<file path="config.mk">
export PLATFORM = sky130hd
export DESIGN_NAME = tpm_engine
export DESIGN_NICKNAME = d
export VERILOG_FILES = /design/src/hw/tpm_pkg.sv /design/src/hw/tpm_engine.sv /design/src/hw/tpm_ptr_step.sv
export SDC_FILE = /design/constraint.sdc
export NUM_CORES = 1
export LEC_CHECK = 0
export BUFFER_PORTS_ARGS = -buffer_cell sky130_fd_sc_hd__buf_2
export CAP_MARGIN = 20
export CORE_ASPECT_RATIO = 1.1
export CORE_MARGIN = 4
export CORE_UTILIZATION = 50
export CTS_CLUSTER_DIAMETER = 40
export DETAILED_ROUTE_END_ITERATION = 8
export PLACE_DENSITY = 0.78
export REMOVE_ABC_BUFFERS = 1
export SETUP_SLACK_MARGIN = 0.5
export SYNTH_ARGS = -nofsm -noshare
export SYNTH_HDL_FRONTEND = slang
export SYNTH_HIERARCHICAL = 1
export SYNTH_SLANG_ARGS = --single-unit
</file>
<file path="constraint.sdc">
create_clock -name mclk -period 9.7 [get_ports mclk]
set_clock_uncertainty 0.1 [all_clocks]
set_input_delay 0.485 -clock mclk [delete_from_list [all_inputs] [get_ports mclk]]
set_output_delay 0.485 -clock mclk [all_outputs]
set_load 0.02 [all_outputs]
</file>
<file path="src/hw/tpm_pkg.sv">
package tpm_pkg;

  // ----------------------------------------
  // widths
  // ----------------------------------------
  localparam int ADDR_W = 16;
  localparam int DATA_W = 16;
  localparam int LEN_W = 8;

  // ----------------------------------------
  // pointer and reset constants
  // ----------------------------------------
  localparam logic [DATA_W-1:0] PTR_ZERO = 16'h0000;
  localparam logic [DATA_W-1:0] PTR_ONE = 16'h0001;
  localparam logic [ADDR_W-1:0] ADDR_RST = 16'h0000;
  localparam logic [DATA_W-1:0] DATA_RST = 16'h0000;

  // ----------------------------------------
  // types
  // ----------------------------------------
  typedef enum logic [1:0] {
    TABLE_TO_DEST_OP,
    REMOVE_BOTTOM_OP,
    SOURCE_TO_TABLE_OP,
    NO_OP
  } tpm_op_t;

  typedef struct packed {
    tpm_op_t op;
    logic enable;
    logic [LEN_W-1:0] len;
    logic [ADDR_W-1:0] base;
    logic [ADDR_W-1:0] xfer;
  } tpm_cmd_t;

  typedef struct packed {
    logic re;
    logic we;
    logic [ADDR_W-1:0] addr;
    logic [DATA_W-1:0] wdata;
  } tpm_mem_t;

  // ----------------------------------------
  // helpers
  // ----------------------------------------
  function automatic logic [ADDR_W-1:0] addr_add(
    input logic [ADDR_W-1:0] base,
    input logic [DATA_W-1:0] off
  );
    addr_add = ADDR_W'(base + off);
  endfunction

endpackage

</file>
<file path="src/hw/tpm_engine.sv">
`timescale 1ns/1ps
`default_nettype none

// Contract
// - table-to-destination copies slot at pointer plus one to destination, then pointer plus one.
// - first table word is the pointer; data starts at the next word.
// - each operation runs once per scan while its enable stays true.
// - table-to-destination pointer wraps to one, not zero, at the length.
// - table-to-destination and source-to-table: pointer zero or equal to length selects the first data word.
// - edge flag holds only until next flag-using operation or scan end.
// - remove-bottom copies pointed slot to destination, then pointer minus one.
// - remove-bottom moves nothing once the pointer is zero.
// - remove-bottom raises the edge flag when the pointer is zero.
// - remove-bottom pointer n addresses the word n after the pointer.
// - source-to-table stores source at slot of pointer plus one, increments, wraps to one.
// - source-to-table raises the edge flag when the incremented pointer equals length.
module tpm_engine (
  // clock and reset
  input wire logic mclk,
  input wire logic nrst,
  // operation request
  input wire logic cmd_valid,
  output logic cmd_ready,
  input wire tpm_pkg::tpm_cmd_t cmd,
  input wire logic scan_end,
  output logic done,
  output logic pointer_edge_flag,
  // word memory
  output tpm_pkg::tpm_mem_t mem,
  input wire logic [tpm_pkg::DATA_W-1:0] mem_rdata
);

  // ----------------------------------------
  // reset release
  // ----------------------------------------
  logic rst_meta;
  logic rst_n;
  logic next_rst_meta;
  logic next_rst_n;

  // only the second stage feeds the sequencer reset
  always_comb begin
    next_rst_meta = 1'b1;
    next_rst_n = rst_meta;
  end

  always_ff @(posedge mclk or negedge nrst) begin
    if (!nrst) begin
      rst_meta <= 1'b0;
      rst_n <= 1'b0;
    end else begin
      rst_meta <= next_rst_meta;
      rst_n <= next_rst_n;
    end
  end

  // ----------------------------------------
  // sequencer state
  // ----------------------------------------
  typedef enum logic [2:0] {
    S_IDLE,
    S_PTR_RD,
    S_PTR_CAP,
    S_DAT_RD,
    S_DAT_CAP,
    S_DAT_WR,
    S_PTR_WR
  } tpm_state_t;

  tpm_state_t state;
  tpm_state_t next_state;
  tpm_pkg::tpm_cmd_t cur;
  tpm_pkg::tpm_cmd_t next_cur;
  logic [tpm_pkg::DATA_W-1:0] ptr;
  logic [tpm_pkg::DATA_W-1:0] next_ptr_q;
  tpm_pkg::tpm_mem_t next_mem;
  logic next_done;
  logic next_flag;
  logic flag_load;

  logic move_ok;
  logic edge_hit;
  logic [tpm_pkg::DATA_W-1:0] slot_off;
  logic [tpm_pkg::DATA_W-1:0] step_ptr;
  logic [tpm_pkg::ADDR_W-1:0] slot_addr;

  tpm_ptr_step u_step (
    .op(cur.op),
    .ptr(ptr),
    .len(cur.len),
    .move_ok(move_ok),
    .slot_off(slot_off),
    .next_ptr(step_ptr),
    .edge_hit(edge_hit)
  );

  assign slot_addr = tpm_pkg::addr_add(cur.base, slot_off);
  assign cmd_ready = (state == S_IDLE);
  // flag-using completions: out-of-range finish or pointer write-back
  assign flag_load = (state == S_PTR_WR) ||
    (state == S_DAT_RD && !move_ok);

  // source-to-table runs the data move in the opposite direction
  function automatic logic fills_table(input tpm_pkg::tpm_op_t op);
    fills_table = (op == tpm_pkg::SOURCE_TO_TABLE_OP);
  endfunction

  // ----------------------------------------
  // next values
  // ----------------------------------------
  always_comb begin
    next_state = state;
    next_cur = cur;
    next_ptr_q = ptr;
    next_mem = '0;
    next_done = 1'b0;
    unique case (state)
      S_IDLE: begin
        if (cmd_valid) begin
          next_cur = cmd;
          if (cmd.enable && cmd.op != tpm_pkg::NO_OP) begin
            next_state = S_PTR_RD;
            next_mem.re = 1'b1;
            next_mem.addr = cmd.base;
          end else begin
            // disabled rung: nothing moves, flag untouched
            next_done = 1'b1;
          end
        end
      end
      S_PTR_RD: begin
        next_state = S_PTR_CAP;
      end
      S_PTR_CAP: begin
        next_ptr_q = mem_rdata;
        next_state = S_DAT_RD;
      end
      S_DAT_RD: begin
        if (move_ok) begin
          next_mem.re = 1'b1;
          if (fills_table(cur.op)) begin
            next_mem.addr = cur.xfer;
          end else begin
            next_mem.addr = slot_addr;
          end
          next_state = S_DAT_CAP;
        end else begin
          // pointer out of range: report and finish, pointer kept
          next_done = 1'b1;
          next_state = S_IDLE;
        end
      end
      S_DAT_CAP: begin
        next_state = S_DAT_WR;
      end
      S_DAT_WR: begin
        next_mem.we = 1'b1;
        next_mem.wdata = mem_rdata;
        if (fills_table(cur.op)) begin
          next_mem.addr = slot_addr;
        end else begin
          next_mem.addr = cur.xfer;
        end
        next_state = S_PTR_WR;
      end
      S_PTR_WR: begin
        // pointer written only after the data word has landed
        next_mem.we = 1'b1;
        next_mem.addr = cur.base;
        next_mem.wdata = step_ptr;
        next_ptr_q = step_ptr;
        next_done = 1'b1;
        next_state = S_IDLE;
      end
      default: begin
        next_state = S_IDLE;
      end
    endcase
  end

  // ----------------------------------------
  // edge flag
  // ----------------------------------------
  // a completing operation wins over scan end in the same cycle
  always_comb begin
    next_flag = pointer_edge_flag;
    if (scan_end) begin
      next_flag = 1'b0;
    end
    if (flag_load) begin
      next_flag = edge_hit;
    end
  end

  // ----------------------------------------
  // registers
  // ----------------------------------------
  always_ff @(posedge mclk or negedge rst_n) begin
    if (!rst_n) begin
      state <= S_IDLE;
      cur <= '0;
      ptr <= tpm_pkg::PTR_ZERO;
      mem <= '0;
      done <= 1'b0;
    end else begin
      state <= next_state;
      cur <= next_cur;
      ptr <= next_ptr_q;
      mem <= next_mem;
      done <= next_done;
    end
  end

  always_ff @(posedge mclk or negedge rst_n) begin
    if (!rst_n) begin
      pointer_edge_flag <= 1'b0;
    end else begin
      pointer_edge_flag <= next_flag;
    end
  end

endmodule

`default_nettype wire

</file>
<file path="src/hw/tpm_ptr_step.sv">
`timescale 1ns/1ps
`default_nettype none

module tpm_ptr_step (
  // operation
  input wire tpm_pkg::tpm_op_t op,
  input wire logic [tpm_pkg::DATA_W-1:0] ptr,
  input wire logic [tpm_pkg::LEN_W-1:0] len,
  // results
  output logic move_ok,
  output logic [tpm_pkg::DATA_W-1:0] slot_off,
  output logic [tpm_pkg::DATA_W-1:0] next_ptr,
  output logic edge_hit
);

  logic [tpm_pkg::DATA_W-1:0] len_w;

  assign len_w = tpm_pkg::DATA_W'(len);

  always_comb begin
    move_ok = 1'b0;
    slot_off = tpm_pkg::PTR_ONE;
    next_ptr = ptr;
    edge_hit = 1'b0;
    unique case (op)
      tpm_pkg::TABLE_TO_DEST_OP,
      tpm_pkg::SOURCE_TO_TABLE_OP: begin
        // a pointer past the table end moves nothing
        move_ok = (ptr <= len_w);
        if (ptr == tpm_pkg::PTR_ZERO || ptr == len_w) begin
          slot_off = tpm_pkg::PTR_ONE;
        end else begin
          slot_off = tpm_pkg::DATA_W'(ptr + tpm_pkg::PTR_ONE);
        end
        if (ptr >= len_w) begin
          next_ptr = tpm_pkg::PTR_ONE;
        end else begin
          next_ptr = tpm_pkg::DATA_W'(ptr + tpm_pkg::PTR_ONE);
        end
        edge_hit = move_ok && (next_ptr == len_w);
      end
      tpm_pkg::REMOVE_BOTTOM_OP: begin
        move_ok = (ptr != tpm_pkg::PTR_ZERO) && (ptr <= len_w);
        slot_off = ptr;
        if (move_ok) begin
          next_ptr = tpm_pkg::DATA_W'(ptr - tpm_pkg::PTR_ONE);
        end
        edge_hit = (next_ptr == tpm_pkg::PTR_ZERO);
      end
      tpm_pkg::NO_OP: begin
        move_ok = 1'b0;
      end
    endcase
  end

endmodule

`default_nettype wire
</file>
==> run metrics, run 1 <==
clock slew at reported path FFs=around 0.070 ns; uppermost routed layer=met4; setup TNS=0 ns; Final setup violation count=0; Wirelength per Cell=about 19 um; Slew @ Worst Pin=between 0.8 and 0.9 ns; worst ir drop on vdd=just over 0.2 mV; mux cell area share after synthesis=about a tenth; CP startpoint=ptr[0]; type of the worst setup path=flip-flop to flip-flop; Register Area=approximately 2500 um2; GRT overflow=0; Longest Clk Path Bufs=2; vias in the first global route=about 5500; drt total wl=17070 um; latest clock arrival within the worst-skew pair=0.35 ns; number of synthesized flops with an enable pin=0; Cell variety after synth=between 70 and 80; final instance area=around 7200 um2; DRT iter0 DRCs=between 400 and 500; Total GRT Usage=24.10%; Area after DPL=approximately 6800 um2; min-delay worst type=flip-flop to asynchronous set/reset pin; final-report hold violation count=0; LEAKAGE=approximately 3.2 nW; Final ANT Viol Nets=0; max-slew violations=0; R2R depth=16; Power, Total=2.380 mW; main flop type after synthesis=dfrtp_1; PwrDens=between 300 and 400 nW/um2; post-synthesis adder-cell area fraction=under 10%; cts repair resizes=0; Synth Area in Simple Gates=about 16%; H-tree depth=3; max frequency=between 200 and 250 MHz; full die area=between 10000 and 15000 um2; Die Ht=about 130 um; WP data required=slightly below 10 ns; Vias/cell=slightly above 6; largest net degree at the start of global routing=55; fraction of layout cells with a size suffix above 1=around a quarter; crit path capture=mem[30]; area of the multi-input gates=around 3600 um2; Slew HR=45.29%; CTS tree=built; Yosys reg bits=just under 100; routability-driven placement congestion ratio=slightly above 0.9; initial antenna violation count=0; Core Region=between 10000 and 15000 um2; met2 WL=roughly 8400 um; Vias=5410; number of non-filler instances in the completed layout=slightly below 900; Starting Density=between 50% and 60%; status=completed; fin crit share=between 40% and 50%; Synth Instances=~650; post-DP HPWL=about 13000 um; io pins=100; Setup crit end kind=flip-flop; r2r startpoint=ptr[0]; Buffers on Ports=approximately 100; worst path arrival time=about 4.7 ns; area delta synth->final=13.70%; Worst setup SP type=flip-flop; post-synthesis compound-gate area fraction=between 20% and 30%; largest fanout on the critical path=14; residual DRC count=0; clk sinks=between 90 and 100; fillers=~1100; Synth Warn #=6; ANT cells=0; register area share after synthesis=between 30% and 40%; M1 WL=roughly 7400 um; Synth Cell Area=6319 um2; MaxCap Viol Count=0; final core occ=58.93%; reg2reg end=mem[30]; unrepaired setup endpoints after global routing=no; Clock Tree Root=clkbuf_16; first-pass GRT wire length=around 28000 um; nets=between 800 and 900; Inst Count DP=867; Post-Syn Area per Cell=9.706 um2; asr flop ratio synth=between 90% and 100%; Detailed Routing Iterations Pass 1=6; crit path time final=4.517 ns; Synth Area in XOR/XNOR=4.436%; setup bufs post-CTS=0; largest family of logic cells by synthesized area=compound AO/OA/AOI/OAI gates; final worst slack=approximately 5.2 ns; total CTS buffers=9; Worst path slowest cell=dfrtp_1; pre-CTS WS=approximately 5.3 ns; slowest stage delay, CP=0.63 ns; FF-to-FF setup slack=~5.2 ns; placement row count=42; crit path cell chain=inv_1 > ha_1 > nand4_1 > or2_2 > a21oi_1 > nor2_1 > a21oi_1 > ha_1 > inv_1 > fa_1 > and2b_1 > o2111ai_1 > a2111oi_0 > o21a_1 > nor3_1 > o31ai_1; hold slack=around 0.22 ns; Horiz. Die Dim=about 120 um; metal3 WL=slightly above 800 um
-- cell usage in the layout, fill, tap and decap left out, types with 4 or more instances in the layout --
cell       Yosys  routed
inv_1         20      20
buf_4          3       5
nor2b_1        7       7
nand4_1        6       6
a21o_1         7       7
dfrtp_1       99      98
a22o_1        22      22
mux2i_1       20      20
mux2_2        38      38
nand2_1       68      68
xnor2_1       22      22
o31ai_1        7       7
nor3_1         9       9
and3_1         4       4
o211ai_1       6       6
buf_2         16      99
o21ai_1        7       7
xor2_1        10      10
o21a_1        10      10
nand3_1       16      16
o21ai_0       54      54
or4_1          4       4
a222oi_1      14      14
nor4_1         4       4
a211oi_1       5       5
ha_1          26      26
nor2_1        27      26
nand2b_1      10      10
o21bai_1       4       4
clkbuf_16      0       9
a21oi_1       20      20
-- registers in the layout (all words and copies together), names as in the netlist --
| register | cells |
|---|---|
| state | 3 |
| next_rst_n | 1 |
| pointer_edge_flag | 1 |
| mem | 34 |
| rst_n | 1 |
| done | 1 |
| ptr | 16 |
| cur | 42 |
-- cell type report --
type                    instances  share of cell area, %
clock buffers                  11                  3.239
clock inverters                 5                  1.219
inverters                      21                  1.097
multi-input cells             489                  49.46
flip-flops and latches         99                  34.54
well taps                     154                  2.682
repair buffers                106                  7.767
-- metal layers --
metal | GRT usage (%) | up-vias
met5 | 0 | -
met4 | 9.461 | 0
met3 | 3.935 | 27
met2 | 39.27 | 152
met1 | 31.97 | 2673
li1 | - | 2558
-- worst max-delay path, delay by kind of cell (launching register included) --
kind,cells,cell delay [ns]
simple gates,5,0.87
flops,1,0.63
fa+ha+maj,3,0.97
compound gates,6,1.56
buf+inv,2,0.30
-- logic make-up (layout without fill, tap and decap cells) --
| group | after synthesis | in the layout |
|---|---|---|
| buf+inv | 63 | 143 |
| xor+xnor | 32 | 32 |
| fa+ha+maj | 27 | 27 |
| simple gates | 184 | 184 |
| flops | 99 | 99 |
| compound gates | 187 | 187 |
| other cells | 1 | 1 |
| mux | 58 | 58 |
-- power by group --
| group | switching (mW) | leakage (nW) | internal [mW] | total (mW) |
|---|---|---|---|---|
| sequential | 0.204 | 1.25 | 0.550 | 0.754 |
| combinational | 0.707 | 1.78 | 0.526 | 1.23 |
| clock | 0.164 | 0.152 | 0.229 | 0.393 |
-- repair_timing --
action | in CTS | in global routing
endpoints found under the hold margin | 2 | 0
endpoints found under the setup margin | 0 | 0
hold buffers | 1 | 0
-- cells in the mapped netlist (4+ instances only) --
master    count  area, um2
a21o_1        7      52.55
inv_1        20      75.07
mux2i_1      20      200.2
nand2_1      68      255.2
nor3_1        9      45.04
buf_2        16      80.08
o211ai_1      6      45.04
nand2b_1     10      62.56
nand4_1       6      37.54
nor4_1        4      25.02
xnor2_1      22      192.7
nor2_1       27      101.4
nand3_1      16      80.08
a211oi_1      5      37.54
ha_1         26      325.3
a21oi_1      20      100.1
a222oi_1     14      140.1
nor2b_1       7      43.79
mux2_2       38      427.9
o21bai_1      4      30.03
a22o_1       22      192.7
o21ai_0      54      270.3
o21ai_1       7      35.03
and3_1        4      25.02
xor2_1       10      87.58
o31ai_1       7      52.55
or4_1         4      30.03
dfrtp_1      99       2477
o21a_1       10      75.07
clkbuf_1     19      71.32
-- worst min-delay path by stage --
stage	slack [ns]	to	cells after the start	start
final	0.22	cur[37]	0	rst_n
after CTS	0.23	cur[42]	3	cmd[42]
after floorplan	0.09	next_rst_n	0	nrst
after detailed placement	0.17	rst_n	1	nrst
after global routing	0.25	cur[36]	2	cmd[36]
after global placement	0.17	next_rst_n	1	nrst
(Power assumes the default switching activity.)
==> inputs of run 2 (changes only) <==
--- a/config.mk
+++ b/config.mk
@@ -12,7 +12,7 @@
 export CORE_UTILIZATION = 50
 export CTS_CLUSTER_DIAMETER = 40
 export DETAILED_ROUTE_END_ITERATION = 8
-export PLACE_DENSITY = 0.78
+export PLACE_DENSITY = 0.81
 export REMOVE_ABC_BUFFERS = 1
 export SETUP_SLACK_MARGIN = 0.5
 export SYNTH_ARGS = -nofsm -noshare
==> constraint.sdc (replaced) <==
create_clock -name mclk -period 3.7 [get_ports mclk]
set_clock_uncertainty 0.1 [all_clocks]
set_input_delay 0.185 -clock mclk [delete_from_list [all_inputs] [get_ports mclk]]
set_output_delay 0.185 -clock mclk [all_outputs]
set_load 0.02 [all_outputs]
==> run 2 against run 1 <==
Against the previous run:
- register-to-register slack worse by 5.1 ns
- global-route usage rose by 2.7 points
- fmax is 27% higher
- critical path type unchanged
- highest routed layer unchanged
==> run metrics, run 2 (synthesized netlist as in run 1, its figures left out) <==
status=completed; CTS tree=built; GRT overflow=0; reg2reg end=mem[28]; io pins=100; most frequent cells in the layout=buf_2 (99), dfrtp_1 (98), buf_4 (87), nand2_1 (64), dlygate4sd3_1 (59); clk sinks=99; Longest Clk Path Bufs=2; unrepaired setup endpoints after global routing=yes; Vias/cell=approximately 6; type of the worst setup path=flip-flop to flip-flop; Seq pwr share=a little over a fifth; Slew @ Worst Pin=0.7846 ns; Top reg by flops=cur; Final ANT Viol Nets=0; Vias=around 6200; max-slew violations=0; setup TNS=0 ns; commonest non-fill, non-tap cell in the layout=buf_2; r2r startpoint=cur[35]; FF-to-FF setup slack=about 0.13 ns; final-report hold violation count=0; worst ir drop on vdd=between 0.5 and 0.6 mV; Core Region=between 10000 and 15000 um2; MaxCap Viol Count=0; Clock Power Share=between 10% and 20%; switch share=a little under half; crit path time final=roughly 3.6 ns; Wirelength per Cell=19.89 um; largest net degree at the start of global routing=85; Slew HR=a little under half; Hold Crit Depth=3; WP data required=~3.8 ns; Min-Delay Endpoint=pointer_edge_flag; Die Ht=roughly 130 um; Setup crit end kind=flip-flop; Area after DPL=slightly above 7000 um2; Net Switching=between 3 and 4 mW; fin crit share=96.48%; Final setup violation count=0; worst path arrival time=3.70 ns; Logic pwr share=approximately two thirds; hold slack=just under 0.03 ns; LEAKAGE=roughly 3.9 nW; clock slew at reported path FFs=0.07 ns; Clock Tree Root=clkbuf_16; total CTS buffers=9; first-pass GRT wire length=approximately 31000 um; PwrDens=between 900 and 1000 nW/um2; Worst setup SP type=flip-flop; H-tree depth=3; routability-driven placement congestion ratio=between 0.9 and 1; hold path startpoint=scan_end; nets=~960; Total GRT Usage=between 20% and 30%; max frequency=~280 MHz; Internal Power=between 4 and 5 mW; area delta synth->final=41.27%; max reg flops=42; full die area=roughly 15000 um2; post-DP HPWL=around 13000 um; Largest regs=cur (42), mem (34), ptr (16); final instance area=approximately 8900 um2; placement row count=42; DRT iter0 DRCs=around 500; Detailed Routing Iterations Pass 1=7; initial antenna violation count=1; vias in the first global route=approximately 6100; latest clock arrival within the worst-skew pair=between 0.3 and 0.4 ns; Buffers on Ports=99; residual DRC count=0; min-delay worst type=input port to flip-flop; largest fanout on the critical path=3; R2R depth=17; final core occ=73.21%; Horiz. Die Dim=about 120 um; Starting Density=51.83%; drt total wl=around 21000 um; fraction of layout cells with a size suffix above 1=38.77%
run 2: power groups by stage:
| stage | Combinational (mW) | Sequential, mW | Clock, mW |
|---|---|---|---|
| detailed placement | 3.89 | 1.76 | 0 |
| finish | 5.41 | 1.77 | 0.976 |
| CTS | 4.43 | 1.75 | 0.987 |
| global placement | 3.83 | 1.73 | 0 |
| global route | 5.76 | 1.81 | 1.04 |
| floorplan | 2.39 | 1.88 | 0 |
run 2: worst max path at each step:
stage            start       to  slack, ns
3_5_place_dp   cur[39]  mem[30]      -0.24
4_1_cts         ptr[2]  mem[30]       0.20
2_1_floorplan   ptr[0]  mem[30]       -0.1
6_report       cur[35]  mem[28]       0.13
5_1_grt        cur[39]  mem[28]      -0.02
3_3_place_gp   cur[39]  mem[31]      -0.02
run 2: critical path: stages (launching register included):
cell,delay [ns]
dfrtp_1,0.39
inv_2,0.07
ha_4,0.27
nand4_1,0.13
or2_4,0.28
a21oi_4,0.19
nor2_2,0.07
a21oi_2,0.17
ha_2,0.21
inv_2,0.04
fa_2,0.34
and2b_2,0.27
o2111ai_4,0.16
buf_4,0.18
a211oi_2,0.19
nor3_1,0.10
xor2_1,0.18
o21ai_1,0.09
run 2: timing repair:
item	in CTS	in global routing
gates resized for setup	44	66
endpoints found under the setup margin	13	14
buffers inserted	13	17
hold endpoints to repair	64	0
cloned	0	1
pin swaps	23	41
hold buffers	59	0
run 2: final cells by class:
cell class	count	area, um2
Multi-Input combinational cell	490	4034
Fill cell	839	3266
Sequential cell	99	2481
Timing Repair Buffer	252	1838
Clock buffer	10	239.0
Tap cell	154	192.7
Inverter	21	78.83
Clock inverter	5	60.06
Antenna cell	1	2.502
run 2: metal layers:
metal / wire [um] / GRT usage [%]
met3: 1328 / 4.655
met4: 628 / 7.804
met2: 10280 / 45.57
met1: 8286 / 34.76
met5: 0 / 0
run 2: through the flow:
step	std cells	setup slack, ns	power (mW)
2_1_floorplan	609	-0.09583	4.277
3_3_place_gp	925	-0.01870	5.560
3_5_place_dp	925	-0.2399	5.644
4_1_cts	1012	0.1975	7.163
5_1_grt	1032	-0.01654	8.613
6_report	1032	0.1303	8.158
